--- src/pkg/link_ctrl_map.vh ---
// constants for the radio modem link control block
// assumes a 50 MHz core clock; included by bare name from the core files
//
// Notes on behaviour
// - transparent mode sends frames with no address bytes; host embeds any address
// - addressed mode puts configured destination in every frame; 255 means broadcast
// - addressed receive keeps only frames whose destination equals local address or broadcast 255
// - led pulses after each frame sent or received; steady while battery is low
// - tdma slot lasts 75.5 ms narrow band, 17.5 ms wide band
// - tdma cycle is slot time times slot count
// - slot count is forced to at least 11 to keep 10% duty
// - low power is off after reset; on only when enable is set to 1
// - with low power off the sleep pin is never driven and ignored
// - sleep pin falling edge sleeps once current tx or rx ends; no radio asleep
// - sleep pin rising edge wakes; radio usable about 7 ms later
// - sleep pin debounce delay configurable from 0 to 100 ms
// - pin sleep control works only in asynchronous access mode
// - rssi mode 0 gives no signal strength output
// - rssi mode 1 frames out as length, rssi, then payload of up to 60 bytes
// - reported rssi byte is dBm, clamped to -127 .. -8
// - rssi mode 2 samples channel rssi every few hundred us, drives pwm pin
// - pwm duty rises with level: 17% at -120 dBm, 89.2% at 0 dBm
// - addressed mode only when addressing setting is 1, else transparent
`ifndef LINK_CTRL_MAP_VH
`define LINK_CTRL_MAP_VH

// ************************************************************
// timing
// ************************************************************
`define CLK_MHZ        50
`define SLOT_NB_US     75500
`define SLOT_WB_US     17500
`define WAKE_US        7000
`define MS_US          1000
`define LED_PULSE_US   50000
`define RSSI_SMP_US    300
`define DEB_MAX_MS     7'h64

// ************************************************************
// link values
// ************************************************************
`define BCAST_ADDR     8'hFF
`define MIN_SLOTS      8'h0B
`define MAX_PAYLOAD    8'h3C
`define RSSI_MIN_DBM   8'h81
`define RSSI_MAX_DBM   8'hF8
`define RSSI_OFF       2'h0
`define RSSI_FRAME     2'h1
`define RSSI_PWM       2'h2
`define PWM_PERIOD     10'h3E8
`define SLEEP_PIN_RST  1'h1

`endif
--- src/core/buf2.v ---
// two-entry valid/ready buffer; both outputs and in_ready come from flops
// assumes source and sink on the same clock
`timescale 1ns/1ps
module buf2 #(
	parameter W = 9
) (
	input  wire         clk,
	input  wire         rst_n,
	input  wire         in_valid,
	input  wire [W-1:0] in_data,
	output wire         in_ready,
	output wire         out_valid,
	output wire [W-1:0] out_data,
	input  wire         out_ready
);
	reg [W-1:0] main_r;
	reg [W-1:0] skid_r;
	reg         main_v_r;
	reg         skid_v_r;
	wire        push;
	wire        pop;

	assign in_ready  = ~skid_v_r;
	assign out_valid = main_v_r;
	assign out_data  = main_r;
	assign push      = in_valid & ~skid_v_r;
	assign pop       = main_v_r & out_ready;

	// the skid slot catches the word taken in the cycle the sink stalls
	always @(posedge clk or negedge rst_n)
	begin
		if (!rst_n)
		begin
			main_r   <= {W{1'b0}};
			skid_r   <= {W{1'b0}};
			main_v_r <= 1'b0;
			skid_v_r <= 1'b0;
		end
		else if (!main_v_r || pop)
		begin
			if (skid_v_r)
			begin
				main_r   <= skid_r;
				main_v_r <= 1'b1;
				skid_v_r <= 1'b0;
			end
			else
			begin
				main_r   <= in_data;
				main_v_r <= push;
			end
		end
		else if (push)
		begin
			skid_r   <= in_data;
			skid_v_r <= 1'b1;
		end
	end
endmodule // buf2

--- src/core/pin_filter.v ---
// three-flop synchroniser and debounce for the sleep-control pin
// assumes an asynchronous pin; delay given in core clock cycles
`timescale 1ns/1ps
`include "link_ctrl_map.vh"
module pin_filter #(
	parameter DW = 23
) (
	input  wire          clk,
	input  wire          rst_n,
	input  wire          pin_i,
	input  wire [DW-1:0] delay_cyc,
	output reg           rise_r,
	output reg           fall_r
);
	reg          s1_r;
	reg          s2_r;
	reg          s3_r;
	reg          level_r;
	reg [DW-1:0] cnt_r;

	// a new level counts only after it has held for the whole delay
	always @(posedge clk or negedge rst_n)
	begin
		if (!rst_n)
		begin
			s1_r    <= `SLEEP_PIN_RST;
			s2_r    <= `SLEEP_PIN_RST;
			s3_r    <= `SLEEP_PIN_RST;
			level_r <= `SLEEP_PIN_RST;
			cnt_r   <= {DW{1'b0}};
			rise_r  <= 1'b0;
			fall_r  <= 1'b0;
		end
		else
		begin
			s1_r   <= pin_i;
			s2_r   <= s1_r;
			s3_r   <= s2_r;
			rise_r <= 1'b0;
			fall_r <= 1'b0;
			if (s2_r != s3_r || s3_r == level_r)
				cnt_r <= {DW{1'b0}};
			else if (cnt_r >= delay_cyc)
			begin
				level_r <= s3_r;
				rise_r  <= s3_r;
				fall_r  <= ~s3_r;
				cnt_r   <= {DW{1'b0}};
			end
			else
				cnt_r <= cnt_r + 1'b1;
		end
	end
endmodule // pin_filter

--- src/core/radio_link_ctrl.v ---
// link control: addressing, rx filter, led, tdma slots, pin sleep, rssi report
// assumes radio engine and host streams on clk; sleep pin is asynchronous
`timescale 1ns/1ps
`include "link_ctrl_map.vh"
module radio_link_ctrl #(
	parameter SLOT_NB_CYC = `SLOT_NB_US * `CLK_MHZ,
	parameter SLOT_WB_CYC = `SLOT_WB_US * `CLK_MHZ,
	parameter WAKE_CYC    = `WAKE_US * `CLK_MHZ,
	parameter MS_CYC      = `MS_US * `CLK_MHZ,
	parameter LED_CYC     = `LED_PULSE_US * `CLK_MHZ,
	parameter SMP_CYC     = `RSSI_SMP_US * `CLK_MHZ
) (
	input  wire        clk,
	input  wire        rst_n,
	input  wire        addr_mode,
	input  wire [7:0]  dest_addr,
	input  wire [7:0]  local_addr,
	input  wire        sync_mode,
	input  wire        tdma_master,
	input  wire [7:0]  slot_count,
	input  wire [7:0]  slot_index,
	input  wire        tdma_sync,
	input  wire        wide_band,
	input  wire        low_power_en,
	input  wire [6:0]  debounce_ms,
	input  wire [1:0]  rssi_mode,
	input  wire signed [7:0] chan_rssi,
	input  wire        low_batt,
	input  wire        tx_in_valid,
	input  wire [7:0]  tx_in_data,
	input  wire        tx_in_last,
	output wire        tx_in_ready,
	output wire        tx_out_valid,
	output wire [7:0]  tx_out_data,
	output wire        tx_out_last,
	input  wire        tx_out_ready,
	input  wire        rx_in_valid,
	input  wire [7:0]  rx_in_data,
	input  wire        rx_in_last,
	input  wire [7:0]  rx_in_len,
	input  wire [7:0]  rx_in_rssi,
	output wire        rx_in_ready,
	output wire        rx_out_valid,
	output wire [7:0]  rx_out_data,
	output wire        rx_out_last,
	input  wire        rx_out_ready,
	input  wire        sleep_pin_i,
	output reg         sleep_pin_o,
	output reg         sleep_pin_oe,
	output reg         led_r,
	output reg         asleep_r,
	output reg         radio_ready_r,
	output reg  [7:0]  cur_slot_r,
	output reg         slot_mine_r,
	output reg         cycle_start_r,
	output reg         rssi_pwm_r
);
	// ************************************************************
	// states
	// ************************************************************
	localparam TX_IDLE = 2'h0;
	localparam TX_DST  = 2'h1;
	localparam TX_SRC  = 2'h2;
	localparam TX_PAY  = 2'h3;
	localparam RX_IDLE = 3'h0;
	localparam RX_DST  = 3'h1;
	localparam RX_SRC  = 3'h2;
	localparam RX_LEN  = 3'h3;
	localparam RX_RSSI = 3'h4;
	localparam RX_PAY  = 3'h5;
	localparam RX_DROP = 3'h6;

	reg  [1:0]  tx_st_r;
	reg  [1:0]  tx_st_nxt;
	reg  [2:0]  rx_st_r;
	reg  [2:0]  rx_st_nxt;
	wire        addressed = addr_mode;
	wire        tc_v;
	wire [8:0]  tc_d;
	reg         tc_pop;
	reg         td_v;
	reg  [8:0]  td_d;
	wire        td_rdy;
	wire        ra_v;
	wire [24:0] ra_d;
	reg         ra_pop;
	reg         rb_v;
	reg  [8:0]  rb_d;
	wire        rb_rdy;
	wire        tx_done = (tx_st_r == TX_PAY) & tc_v & td_rdy & tc_d[8];
	wire        rx_done = (rx_st_r == RX_PAY) & ra_v & rb_rdy & ra_d[8];
	reg         sleep_pend_r;
	wire        may_start = radio_ready_r & ~sleep_pend_r;
	wire        tx_grant = may_start & (~sync_mode | slot_mine_r);
	wire [7:0]  rssi_cl;

	// ************************************************************
	// buffers on every stream edge
	// ************************************************************
	buf2 #(.W(9)) u_tx_in (
		.clk       (clk),
		.rst_n     (rst_n),
		.in_valid  (tx_in_valid),
		.in_data   ({tx_in_last, tx_in_data}),
		.in_ready  (tx_in_ready),
		.out_valid (tc_v),
		.out_data  (tc_d),
		.out_ready (tc_pop)
	);
	buf2 #(.W(9)) u_tx_out (
		.clk       (clk),
		.rst_n     (rst_n),
		.in_valid  (td_v),
		.in_data   (td_d),
		.in_ready  (td_rdy),
		.out_valid (tx_out_valid),
		.out_data  ({tx_out_last, tx_out_data}),
		.out_ready (tx_out_ready)
	);
	buf2 #(.W(25)) u_rx_in (
		.clk       (clk),
		.rst_n     (rst_n),
		.in_valid  (rx_in_valid),
		.in_data   ({rx_in_rssi, rx_in_len, rx_in_last, rx_in_data}),
		.in_ready  (rx_in_ready),
		.out_valid (ra_v),
		.out_data  (ra_d),
		.out_ready (ra_pop)
	);
	buf2 #(.W(9)) u_rx_out (
		.clk       (clk),
		.rst_n     (rst_n),
		.in_valid  (rb_v),
		.in_data   (rb_d),
		.in_ready  (rb_rdy),
		.out_valid (rx_out_valid),
		.out_data  ({rx_out_last, rx_out_data}),
		.out_ready (rx_out_ready)
	);

	// ************************************************************
	// transmit framing
	// ************************************************************
	// in tdma mode a frame only starts inside our slot; once started it runs to its end
	always @*
	begin
		tx_st_nxt = tx_st_r;
		tc_pop    = 1'b0;
		td_v      = 1'b0;
		td_d      = 9'h000;
		case (tx_st_r)
			TX_IDLE:
				if (tc_v && tx_grant)
					tx_st_nxt = addressed ? TX_DST : TX_PAY;
			TX_DST:
			begin
				td_v = 1'b1;
				td_d = {1'b0, dest_addr};
				if (td_rdy)
					tx_st_nxt = TX_SRC;
			end
			TX_SRC:
			begin
				td_v = 1'b1;
				td_d = {1'b0, local_addr};
				if (td_rdy)
					tx_st_nxt = TX_PAY;
			end
			TX_PAY:
			begin
				td_v   = tc_v;
				td_d   = tc_d;
				tc_pop = td_rdy;
				if (tx_done)
					tx_st_nxt = TX_IDLE;
			end
			default:
				tx_st_nxt = TX_IDLE;
		endcase
	end

	// ************************************************************
	// receive filter and serialisation
	// ************************************************************
	assign rssi_cl = ($signed(ra_d[24:17]) < $signed(`RSSI_MIN_DBM)) ? `RSSI_MIN_DBM :
			($signed(ra_d[24:17]) > $signed(`RSSI_MAX_DBM)) ? `RSSI_MAX_DBM :
			ra_d[24:17];

	always @*
	begin
		rx_st_nxt = rx_st_r;
		ra_pop    = 1'b0;
		rb_v      = 1'b0;
		rb_d      = 9'h000;
		case (rx_st_r)
			RX_IDLE:
				if (ra_v && may_start)
					rx_st_nxt = addressed ? RX_DST :
						(rssi_mode == `RSSI_FRAME) ? RX_LEN : RX_PAY;
			RX_DST:
			begin
				ra_pop = 1'b1;
				if (ra_d[8])
					rx_st_nxt = RX_IDLE;
				else if (ra_d[7:0] == local_addr)
					rx_st_nxt = RX_SRC;
				else if (ra_d[7:0] == `BCAST_ADDR)
					rx_st_nxt = RX_SRC;
				else
					rx_st_nxt = RX_DROP;
			end
			RX_SRC:
			begin
				ra_pop = ra_v;
				if (ra_v)
					rx_st_nxt = ra_d[8] ? RX_IDLE :
						(rssi_mode == `RSSI_FRAME) ? RX_LEN : RX_PAY;
			end
			RX_LEN:
			begin
				rb_v = ra_v;
				rb_d = {1'b0, ra_d[16:9]};
				if (ra_v && rb_rdy)
					rx_st_nxt = RX_RSSI;
			end
			RX_RSSI:
			begin
				rb_v = ra_v;
				rb_d = {1'b0, rssi_cl};
				if (ra_v && rb_rdy)
					rx_st_nxt = RX_PAY;
			end
			RX_PAY:
			begin
				rb_v   = ra_v;
				rb_d   = ra_d[8:0];
				ra_pop = rb_rdy;
				if (rx_done)
					rx_st_nxt = RX_IDLE;
			end
			RX_DROP:
			begin
				ra_pop = 1'b1;
				if (ra_v && ra_d[8])
					rx_st_nxt = RX_IDLE;
			end
			default:
				rx_st_nxt = RX_IDLE;
		endcase
	end

	always @(posedge clk or negedge rst_n)
	begin
		if (!rst_n)
		begin
			tx_st_r <= TX_IDLE;
			rx_st_r <= RX_IDLE;
		end
		else
		begin
			tx_st_r <= tx_st_nxt;
			rx_st_r <= rx_st_nxt;
		end
	end

	// ************************************************************
	// status led
	// ************************************************************
	reg [31:0] led_cnt_r;
	always @(posedge clk or negedge rst_n)
	begin
		if (!rst_n)
		begin
			led_cnt_r <= 32'h0;
			led_r     <= 1'b0;
		end
		else
		begin
			if (tx_done || rx_done)
				led_cnt_r <= LED_CYC;
			else if (led_cnt_r != 32'h0)
				led_cnt_r <= led_cnt_r - 1'b1;
			led_r <= low_batt | (led_cnt_r != 32'h0);
		end
	end

	// ************************************************************
	// tdma slot timing
	// ************************************************************
	// slot 0 belongs to the master; slaves realign on the master's sync
	reg  [31:0] slot_tmr_r;
	wire [7:0]  eff_slots = (slot_count < `MIN_SLOTS) ? `MIN_SLOTS : slot_count;
	wire [31:0] slot_len  = wide_band ? SLOT_WB_CYC : SLOT_NB_CYC;
	wire [7:0]  own_slot  = tdma_master ? 8'h00 : slot_index;
	wire        slot_end  = (slot_tmr_r == 32'h0);
	wire [7:0]  slot_next = (cur_slot_r + 8'h01 >= eff_slots) ? 8'h00 : cur_slot_r + 8'h01;

	always @(posedge clk or negedge rst_n)
	begin
		if (!rst_n)
		begin
			slot_tmr_r    <= 32'h0;
			cur_slot_r    <= 8'h00;
			slot_mine_r   <= 1'b0;
			cycle_start_r <= 1'b0;
		end
		else if (!sync_mode)
		begin
			slot_tmr_r    <= 32'h0;
			cur_slot_r    <= 8'h00;
			slot_mine_r   <= 1'b0;
			cycle_start_r <= 1'b0;
		end
		else
		begin
			if ((tdma_sync && !tdma_master) || slot_end)
				slot_tmr_r <= slot_len - 1'b1;
			else
				slot_tmr_r <= slot_tmr_r - 1'b1;
			if (tdma_sync && !tdma_master)
				cur_slot_r <= 8'h00;
			else if (slot_end)
				cur_slot_r <= slot_next;
			cycle_start_r <= slot_end & (slot_next == 8'h00);
			slot_mine_r   <= (cur_slot_r == own_slot);
		end
	end

	// ************************************************************
	// pin-controlled sleep
	// ************************************************************
	wire        pin_rise;
	wire        pin_fall;
	wire [6:0]  deb_ms   = (debounce_ms > `DEB_MAX_MS) ? `DEB_MAX_MS : debounce_ms;
	wire [31:0] deb_prod = deb_ms * MS_CYC;
	wire        lp_act   = low_power_en & ~sync_mode;
	reg  [31:0] wake_cnt_r;

	pin_filter #(.DW(23)) u_pin (
		.clk       (clk),
		.rst_n     (rst_n),
		.pin_i     (sleep_pin_i),
		.delay_cyc (deb_prod[22:0]),
		.rise_r    (pin_rise),
		.fall_r    (pin_fall)
	);

	always @(posedge clk or negedge rst_n)
	begin
		if (!rst_n)
		begin
			sleep_pend_r  <= 1'b0;
			asleep_r      <= 1'b0;
			wake_cnt_r    <= 32'h0;
			radio_ready_r <= 1'b0;
			sleep_pin_o   <= 1'b0;
			sleep_pin_oe  <= 1'b0;
		end
		else
		begin
			sleep_pin_o  <= 1'b0;
			sleep_pin_oe <= 1'b0;
			if (!lp_act)
			begin
				sleep_pend_r <= 1'b0;
				asleep_r     <= 1'b0;
			end
			else if (pin_rise)
			begin
				sleep_pend_r <= 1'b0;
				asleep_r     <= 1'b0;
				if (asleep_r)
					wake_cnt_r <= WAKE_CYC;
			end
			else if (pin_fall)
				sleep_pend_r <= 1'b1;
			else if (sleep_pend_r && tx_st_r == TX_IDLE && rx_st_r == RX_IDLE)
			begin
				sleep_pend_r <= 1'b0;
				asleep_r     <= 1'b1;
			end
			if (!(lp_act && pin_rise && asleep_r) && wake_cnt_r != 32'h0)
				wake_cnt_r <= wake_cnt_r - 1'b1;
			// a pending sleep drops ready early, so ready never lags asleep_r by a cycle
			radio_ready_r <= ~asleep_r & ~sleep_pend_r & (wake_cnt_r == 32'h0)
				& ~(lp_act & pin_rise & asleep_r);
		end
	end

	// ************************************************************
	// rssi pwm
	// ************************************************************
	function [9:0] duty_pt;
		input [3:0] i;
		case (i)
			4'h0: duty_pt = 10'h0AA;
			4'h1: duty_pt = 10'h0C6;
			4'h2: duty_pt = 10'h100;
			4'h3: duty_pt = 10'h13F;
			4'h4: duty_pt = 10'h178;
			4'h5: duty_pt = 10'h1BD;
			4'h6: duty_pt = 10'h216;
			4'h7: duty_pt = 10'h250;
			4'h8: duty_pt = 10'h294;
			4'h9: duty_pt = 10'h2BF;
			4'hA: duty_pt = 10'h2FE;
			4'hB: duty_pt = 10'h33E;
			default: duty_pt = 10'h37C;
		endcase
	endfunction

	// linear between 10 dB points; *26/256 stands in for /10, within one permille
	function [9:0] duty_of;
		input signed [7:0] r;
		integer lvl;
		integer seg;
		integer frac;
		integer d;
		begin
			lvl = r;
			if (lvl < -120)
				lvl = -120;
			if (lvl > 0)
				lvl = 0;
			seg  = (lvl + 120) / 10;
			frac = lvl + 120 - seg * 10;
			if (seg >= 12)
				d = duty_pt(4'hC);
			else
				d = duty_pt(seg[3:0]) + ((duty_pt(seg[3:0] + 4'h1) - duty_pt(seg[3:0])) * frac * 26) / 256;
			duty_of = d[9:0];
		end
	endfunction

	reg [31:0] smp_cnt_r;
	reg [9:0]  duty_r;
	reg [9:0]  pwm_cnt_r;
	always @(posedge clk or negedge rst_n)
	begin
		if (!rst_n)
		begin
			smp_cnt_r  <= 32'h0;
			duty_r     <= 10'h000;
			pwm_cnt_r  <= 10'h000;
			rssi_pwm_r <= 1'b0;
		end
		else if (rssi_mode != `RSSI_PWM)
		begin
			smp_cnt_r  <= 32'h0;
			pwm_cnt_r  <= 10'h000;
			rssi_pwm_r <= 1'b0;
		end
		else
		begin
			if (smp_cnt_r == 32'h0)
			begin
				smp_cnt_r <= SMP_CYC - 1;
				duty_r    <= duty_of(chan_rssi);
			end
			else
				smp_cnt_r <= smp_cnt_r - 1'b1;
			pwm_cnt_r  <= (pwm_cnt_r == `PWM_PERIOD - 10'h001) ? 10'h000 : pwm_cnt_r + 10'h001;
			rssi_pwm_r <= (pwm_cnt_r < duty_r);
		end
	end
endmodule // radio_link_ctrl

--- config.mk ---
export PLATFORM = sky130hd
export DESIGN_NAME = radio_link_ctrl
export DESIGN_NICKNAME = d
export VERILOG_FILES = /design/src/core/buf2.v /design/src/core/pin_filter.v /design/src/core/radio_link_ctrl.v
export VERILOG_INCLUDE_DIRS = /design/src /design/src/pkg
export SDC_FILE = /design/constraint.sdc
export NUM_CORES = 1
export LEC_CHECK = 0
export BUFFER_PORTS_ARGS = -buffer_cell sky130_fd_sc_hd__buf_2
export CORE_MARGIN = 5
export CORE_UTILIZATION = 40
export DETAILED_ROUTE_END_ITERATION = 16
export PLACE_DENSITY = 0.55
export SLEW_MARGIN = 20
export SYNTH_ARGS = -nofsm -noshare
export SYNTH_HDL_FRONTEND = slang
export SYNTH_SLANG_ARGS = --single-unit
--- constraint.sdc ---
create_clock -name clk -period 5.9 [get_ports clk]
set_input_delay 1.18 -clock clk [delete_from_list [all_inputs] [get_ports clk]]
set_output_delay 1.18 -clock clk [all_outputs]
set_load 0.02 [all_outputs]
==> Word level (Yosys, flattened, before mapping) <==
Memory sizes are Yosys's and may differ from the RTL's.
Index checks and enable logic that the tools add are counted.
{ "classes": {"n_eq_ne": 31, "multipliers": 4, "div_mod_pow": 1, "n_lt_le_gt_ge": 10, "reduce_logical": 52, "n_addsub": 13, "mux": 96, "bitwise_logic": 40} }
{ "op_table": {"columns": ["operator", "count"], "rows": [
  ["32-bit 2-to-1 mux", 16],
  ["32-bit by 1-bit subtractor with 32-bit output (second input constant)", 4],
  ["10-bit 2-to-1 mux", 12],
  ["32-bit zero test", 3],
  ["8-bit 2-to-1 mux", 8],
  ["32-bit nonzero test", 2],
  ["9-bit one-hot mux with 3 select lines", 2],
  ["23-bit 2-to-1 mux", 2],
  ["3-bit 2-to-1 mux", 12],
  ["32-bit by 8-bit adder with 32-bit output (second input constant)", 1],
  ["32-bit by 5-bit divider with 32-bit output (second input constant)", 1],
  ["32-bit by 5-bit greater-or-equal comparator with 1-bit output (second input constant)", 1],
  ["32-bit by 1-bit > comparator with 1-bit output (second input constant)", 1],
  ["11-bit by 32-bit multiplier with 32-bit output", 1],
  ["32-bit by 4-bit multiplier with 17-bit output (second input constant)", 1],
  ["32-bit by 4-bit multiplier with 31-bit output (second input constant)", 1],
  ["32-bit subtractor", 1],
  ["1-bit 2-to-1 mux", 29],
  ["9-bit 2-to-1 mux", 3],
  ["25-bit 2-to-1 mux", 1],
  ["23-bit by 1-bit adder with 23-bit output (second input constant)", 1],
  ["1-bit bitwise AND", 23],
  ["23-bit greater-or-equal comparator", 1],
  ["22-bit by 1-bit subtractor with 23-bit output (second input constant)", 1],
  ["49 further kinds", 119]
]} }
{ "totals": {"memories": 3, "regBits": 309, "rom_bits": 480, "output_inout_bits": 38, "word_cells": 289, "input_bits": 97} }
{ "memory_table": {"columns": ["name", "depth", "word_bits", "rd", "rd_clocked_by_memory_dff", "write_ports", "line", "text"], "rows": [
  ["(name not given)", 16, 10, 1, 0, 0, "radio_link_ctrl.v:395", "case (i)"],
  ["(name not given)", 16, 10, 1, 0, 0, "radio_link_ctrl.v:395", null],
  ["(name not given)", 16, 10, 1, 0, 0, "radio_link_ctrl.v:395", null]
]} }

==> Depth between registers and ports, before layout <==
An unclocked memory read counts as a cell.
{ "depth": {"ltp_word": 20, "ltp_mapped": 115, "mapped_depth_nobuf": 101} }

==> By module <==
Synthesis repeated with hierarchy kept, for this count alone.
{ "hier_totals": {"cells_unflattened": 3556, "hier_area_um2": 31580.3} }
{ "by_module_without_submodules": {"columns": ["mod", "cells_per_inst", "n_inst", "seq_area_each_um2", "area_each_um2"], "rows": [
  ["radio_link_ctrl", 3045, 1, 4204.0, 24451.0],
  ["buf2 at u_rx_out ...", 56, 3, 500.5, 967.2],
  ["buf2 at u_rx_in", 142, 1, 1301.2, 2357.3],
  ["pin_filter", 201, 1, 730.7, 1870.5]
]} }

==> Worst setup path before layout <==
Ideal clock, no wire load.
{ "synth_path": {"path_kind": "input-to-reg", "startpoint": "in chan_rssi[6]", "endpoint": "reg duty_r[9]", "arrival_time_ns": 23.847, "required_ns": 5.756, "path_buffers": 8, "path_stages": 105, "slack_ns": -18.091, "setup_time_ns": 0.144, "path_cell_list": "or4_1 > buf_2 > nand2_1 > ha_1 > buf_2 > nor2_1 > nand2_1 > ha_1 > o21a_1 > or2_2 > ha_1 > buf_2 > nand4_1 > a2111oi_0 > a311oi_1 > a21oi_2 > nand2_2 > a2111oi_2 > (+69 left out) > fa_1 > inv_1 > ha_1 > nor3_1 > nor2_1 > ha_1 > a21o_1 > a21oi_1 > xnor2_1 > xnor2_1 > xnor2_1 > xnor2_1 > xnor2_1 > xnor2_1 > xnor2_1 > xnor2_1 > xnor2_1 > a31oi_1"} }
{ "synth_via": {"elab_chain_cells": 20, "elab_cells_between_ends": 31, "cone_classes": "5 x add/sub; 3 x mul; 1 x div; 3 x order compare; 16 x mux; 3 x memory"} }
{ "synth_rtl": {"columns": ["item", "line", "text"], "rows": [
  ["start, declared", "radio_link_ctrl.v:27", "input wire signed [7:0] chan_rssi,"],
  ["8-bit < comparator", "radio_link_ctrl.v:421", "if (lvl < -120)"],
  ["32-bit 2-to-1 mux *", "radio_link_ctrl.v:421", null],
  ["32-bit 2-to-1 mux *", "radio_link_ctrl.v:455", "if (smp_cnt_r == 32'h0)"],
  ["32-bit 2-to-1 mux *", "radio_link_ctrl.v:447", "else if (rssi_mode != `RSSI_PWM)"],
  ["32-bit by 1-bit > comparator with 1-bit output", "radio_link_ctrl.v:423", "if (lvl > 0)"],
  ["32-bit 2-to-1 mux *", "radio_link_ctrl.v:423", null],
  ["32-bit 2-to-1 mux *", "radio_link_ctrl.v:455", null],
  ["32-bit 2-to-1 mux *", "radio_link_ctrl.v:447", null],
  ["32-bit by 8-bit adder with 32-bit output *", "radio_link_ctrl.v:425, radio_link_ctrl.v:426", null],
  ["parallel branches: the longest is 10 deep, another holds 32-bit by 5-bit divider with 32-bit output", null, null],
  ["10-bit 2-to-1 mux *", "radio_link_ctrl.v:427", "if (seg >= 12)"],
  ["end signal, assigned", "radio_link_ctrl.v:458", "duty_r <= duty_of(chan_rssi);"],
  ["end, declared", "radio_link_ctrl.v:436", "reg [9:0] duty_r;"]
]} }
Mark *: on every way between the ends. The select of a mux whose other input is x is not followed.
A chain may end at the register's enable or synchronous reset.

==> Final worst setup path <==
Ends and elaborated chain as after synthesis.

==> qor.csv <==
metric,value,unit
mostFrequentLayoutCell,buf_4,
worstPathMaxFanout,8,
final_layout_size_suffix_gt1_share,32.71,%
final_cell_mix,"687 x buf_4, 347 x nor2_1, 305 x dfrtp_1",
ys_ff_latch,309,
wl_met3,2.381,mm
synth_fa_ha_area_share,18.19,%
dr_wl_met2,40.90,mm
path_class,input pin to register,
skew,0.04008,ns
dr.pass1.iters,5,
cts.sinks,309,
path_clk_slew,0.07,ns
synth-edff-count,0,
cts_root_buf,clkbuf_16,
maxSlewHeadroom,38.08,%
synth-simple-area-share,18.73,%
numPortBuffers,132,
vias_per_cell,5.228,
violations,negative setup slack,
hpwl,64.48,mm
critPathCaptureType,register,
grt_pass1_vias,27592,
syn_inst,3447,
maxCapViolCount,0,
drtIter0Drc,1341,
die_h,282.9,µm
clk_latency,0.60,ns
worst_pin_slew,0.9191,ns
cts_max_path_buffers,3,
m1WireLength,38.86,mm
finalWorstPathRequiredPeriod,21.53,ns
wl,83.96,mm
hold_slack,0.3567,ns
synth_top_family_by_area,simple AND/OR/NAND/NOR gates,
antenna_found_initial,3,
ant_nets,0,
slew_violations,0,
design.die.area,0.08005,mm²
cts_hold_buf,0,
final_nets,4687,
grt_max_degree,160,
synth_area_leaders,"dfrtp_1 26%, ha_1 11%, fa_1 7.3%, xnor2_1 6.2%, nor2_1 4.8%",
synth_top_area_share,25.62,%
htreeDepth,1,
tritoncts,done,
status,"complete, but fails checks",
slowest_delay,0.55,ns
yosys_warnings,0,
syn-cell-area,0.02979,mm²
drcViolationCount,0,
cpMostUsedCell,xnor2_1,
finish.utilization,54.45,%
cp_top_family,compound AO/OA/AOI/OAI gates,
critPathSlowestCell,or4_4,
path_depth,106,
dieWidth,282.9,µm
final-setup-viol-count,36,
grt_use_total,20.36,%
synth-xor-area-share,9.159,%
initial_core_util,40.16,%
synth-compound-area-share,17.63,%
synth.area.mux_share,4.523,%
ys_seq_area_share,25.97,%
finalCritPeriodShare,364.9,%
vias,27293,
cts_buffers,30,
yosysTopAreaCell,dfrtp_1,
crit_arrival,21.97,ns
hold_path_class,register to register,
row_count,100,
area_delta_synth_final,35.59,%
max_freq,0.04645,GHz
boundaryPins,135,
overflow,0,
highest_layer,met4,
core_region_area,0.07420,mm²
finalHoldViolCount,0,
syn_area_per_cell,8.644,µm²
wire_per_inst,16.08,µm
rr_worst_depth,11,
cp-start-kind,input pin,
grt_first_pass_wirelength,139.2,mm
setup_slack,-15.63,ns
hold-path-cell-count,0,
rsz0062_at_grt,yes,
worst-endpoint-required,6.34,ns
path_buf_inv,17,
synthFlopType,dfrtp_1,
async_flop_share,100.0,%
place_congestion,0.9143,
yosysUniqueCellTypes,128,
## cell type report
class | instances | area, µm²
Inverter | 296 | 1126
Fill cell | 6859 | 33800
Timing Repair Buffer | 880 | 6626
Antenna cell | 3 | 7.507
Multi-Input combinational cell | 2708 | 22570
Sequential cell | 309 | 7737
Tap cell | 969 | 1212
Clock buffer | 39 | 844.6
Clock inverter | 17 | 277.8
## worst paths after layout
path	to	slack, ns	startpoint
min in group asynchronous	duty_r[2]$_DFFE_PN0P_	0.55	rst_n
worst min register to register	u_pin.s2_r$_DFF_PN1_	0.36	u_pin.s1_r$_DFF_PN1_
worst max-delay path	duty_r[9]$_DFFE_PN0P_	-15.63	chan_rssi[6]
worst max register to register	duty_r[9]$_DFFE_PN0P_	1.98	smp_cnt_r[16]$_DFF_PN0_
max in group asynchronous	slot_tmr_r[23]$_DFF_PN0_	3.96	rst_n
worst min-delay path	u_pin.s2_r$_DFF_PN1_	0.36	u_pin.s1_r$_DFF_PN1_
## cell families (layout without fill, tap and decap cells)
family          count (synthesis)  in the layout
mux                           124            124
other cells                     1              5
xor+xnor                      306            306
compound gates                765            765
flops                         309            309
fa+ha+maj                     369            369
buf+inv                       431           1232
simple gates                 1142           1142
## sequential cells by signal, indices dropped and copies added, names as in the netlist, 10 cells and up
name	count
led_cnt_r	32
slot_tmr_r	32
smp_cnt_r	32
wake_cnt_r	32
u_rx_in.out_data	25
u_rx_in.skid_r	25
u_pin.cnt_r	23
duty_r	10
pwm_cnt_r	10
## cell usage after synthesis, types with 31 or more instances
| cell | n |
|---|---|
| a21o_1 | 51 |
| a21oi_1 | 243 |
| and3_1 | 35 |
| clkbuf_1 | 87 |
| dfrtp_1 | 305 |
| fa_1 | 108 |
| ha_1 | 257 |
| inv_1 | 291 |
| mux2_2 | 62 |
| mux2i_1 | 59 |
| nand2_1 | 230 |
| nand2b_1 | 42 |
| nand3_1 | 73 |
| nand4_1 | 40 |
| nor2_1 | 383 |
| nor2b_1 | 43 |
| nor3_1 | 103 |
| nor4_1 | 39 |
| o21ai_0 | 124 |
| o21bai_1 | 31 |
| xnor2_1 | 211 |
| xor2_1 | 90 |
## metrics by stage
stage	instances	cell area [µm²]	setup WS [ns]	TNS [ns]
global route	5221	40400	-16.67	-169.32
global placement	5059	36760	-16.79	-173.11
floorplan	3448	30650	-16.26	-151.45
CTS	5206	39960	-15.40	-147.66
detailed placement	5059	36760	-16.94	-175.33
finish	5221	40400	-15.63	-151.35
## per-layer routing
metal / vias up / track usage [%]
met5: - / 0
met4: 0 / 4.329
met3: 98 / 1.897
met2: 421 / 35.29
met1: 13120 / 27.91
li1: 13654 / -
## what timing repair did
action | 4_1_cts | 5_1_grt
setup buffers | 92 | 13
cloned | 2 | 1
endpoints found under the setup margin | 36 | 36
pin swaps | 172 | 60
gates resized for setup | 276 | 78
## worst register-to-register path, stage by stage (launching register included)
cell	delay (ns)
dfrtp_1	0.40
or4_1	0.61
nor4_1	0.69
nand4_1	0.21
buf_4	0.28
nor4b_1	0.30
o2111ai_1	0.25
nor3_1	0.27
o211ai_1	0.19
o41ai_4	0.25
buf_4	0.22
a31oi_1	0.09
Power is left out: the tool's default activity adds up to more than one toggle a clock period on the data nets, which glitch-free logic cannot reach.
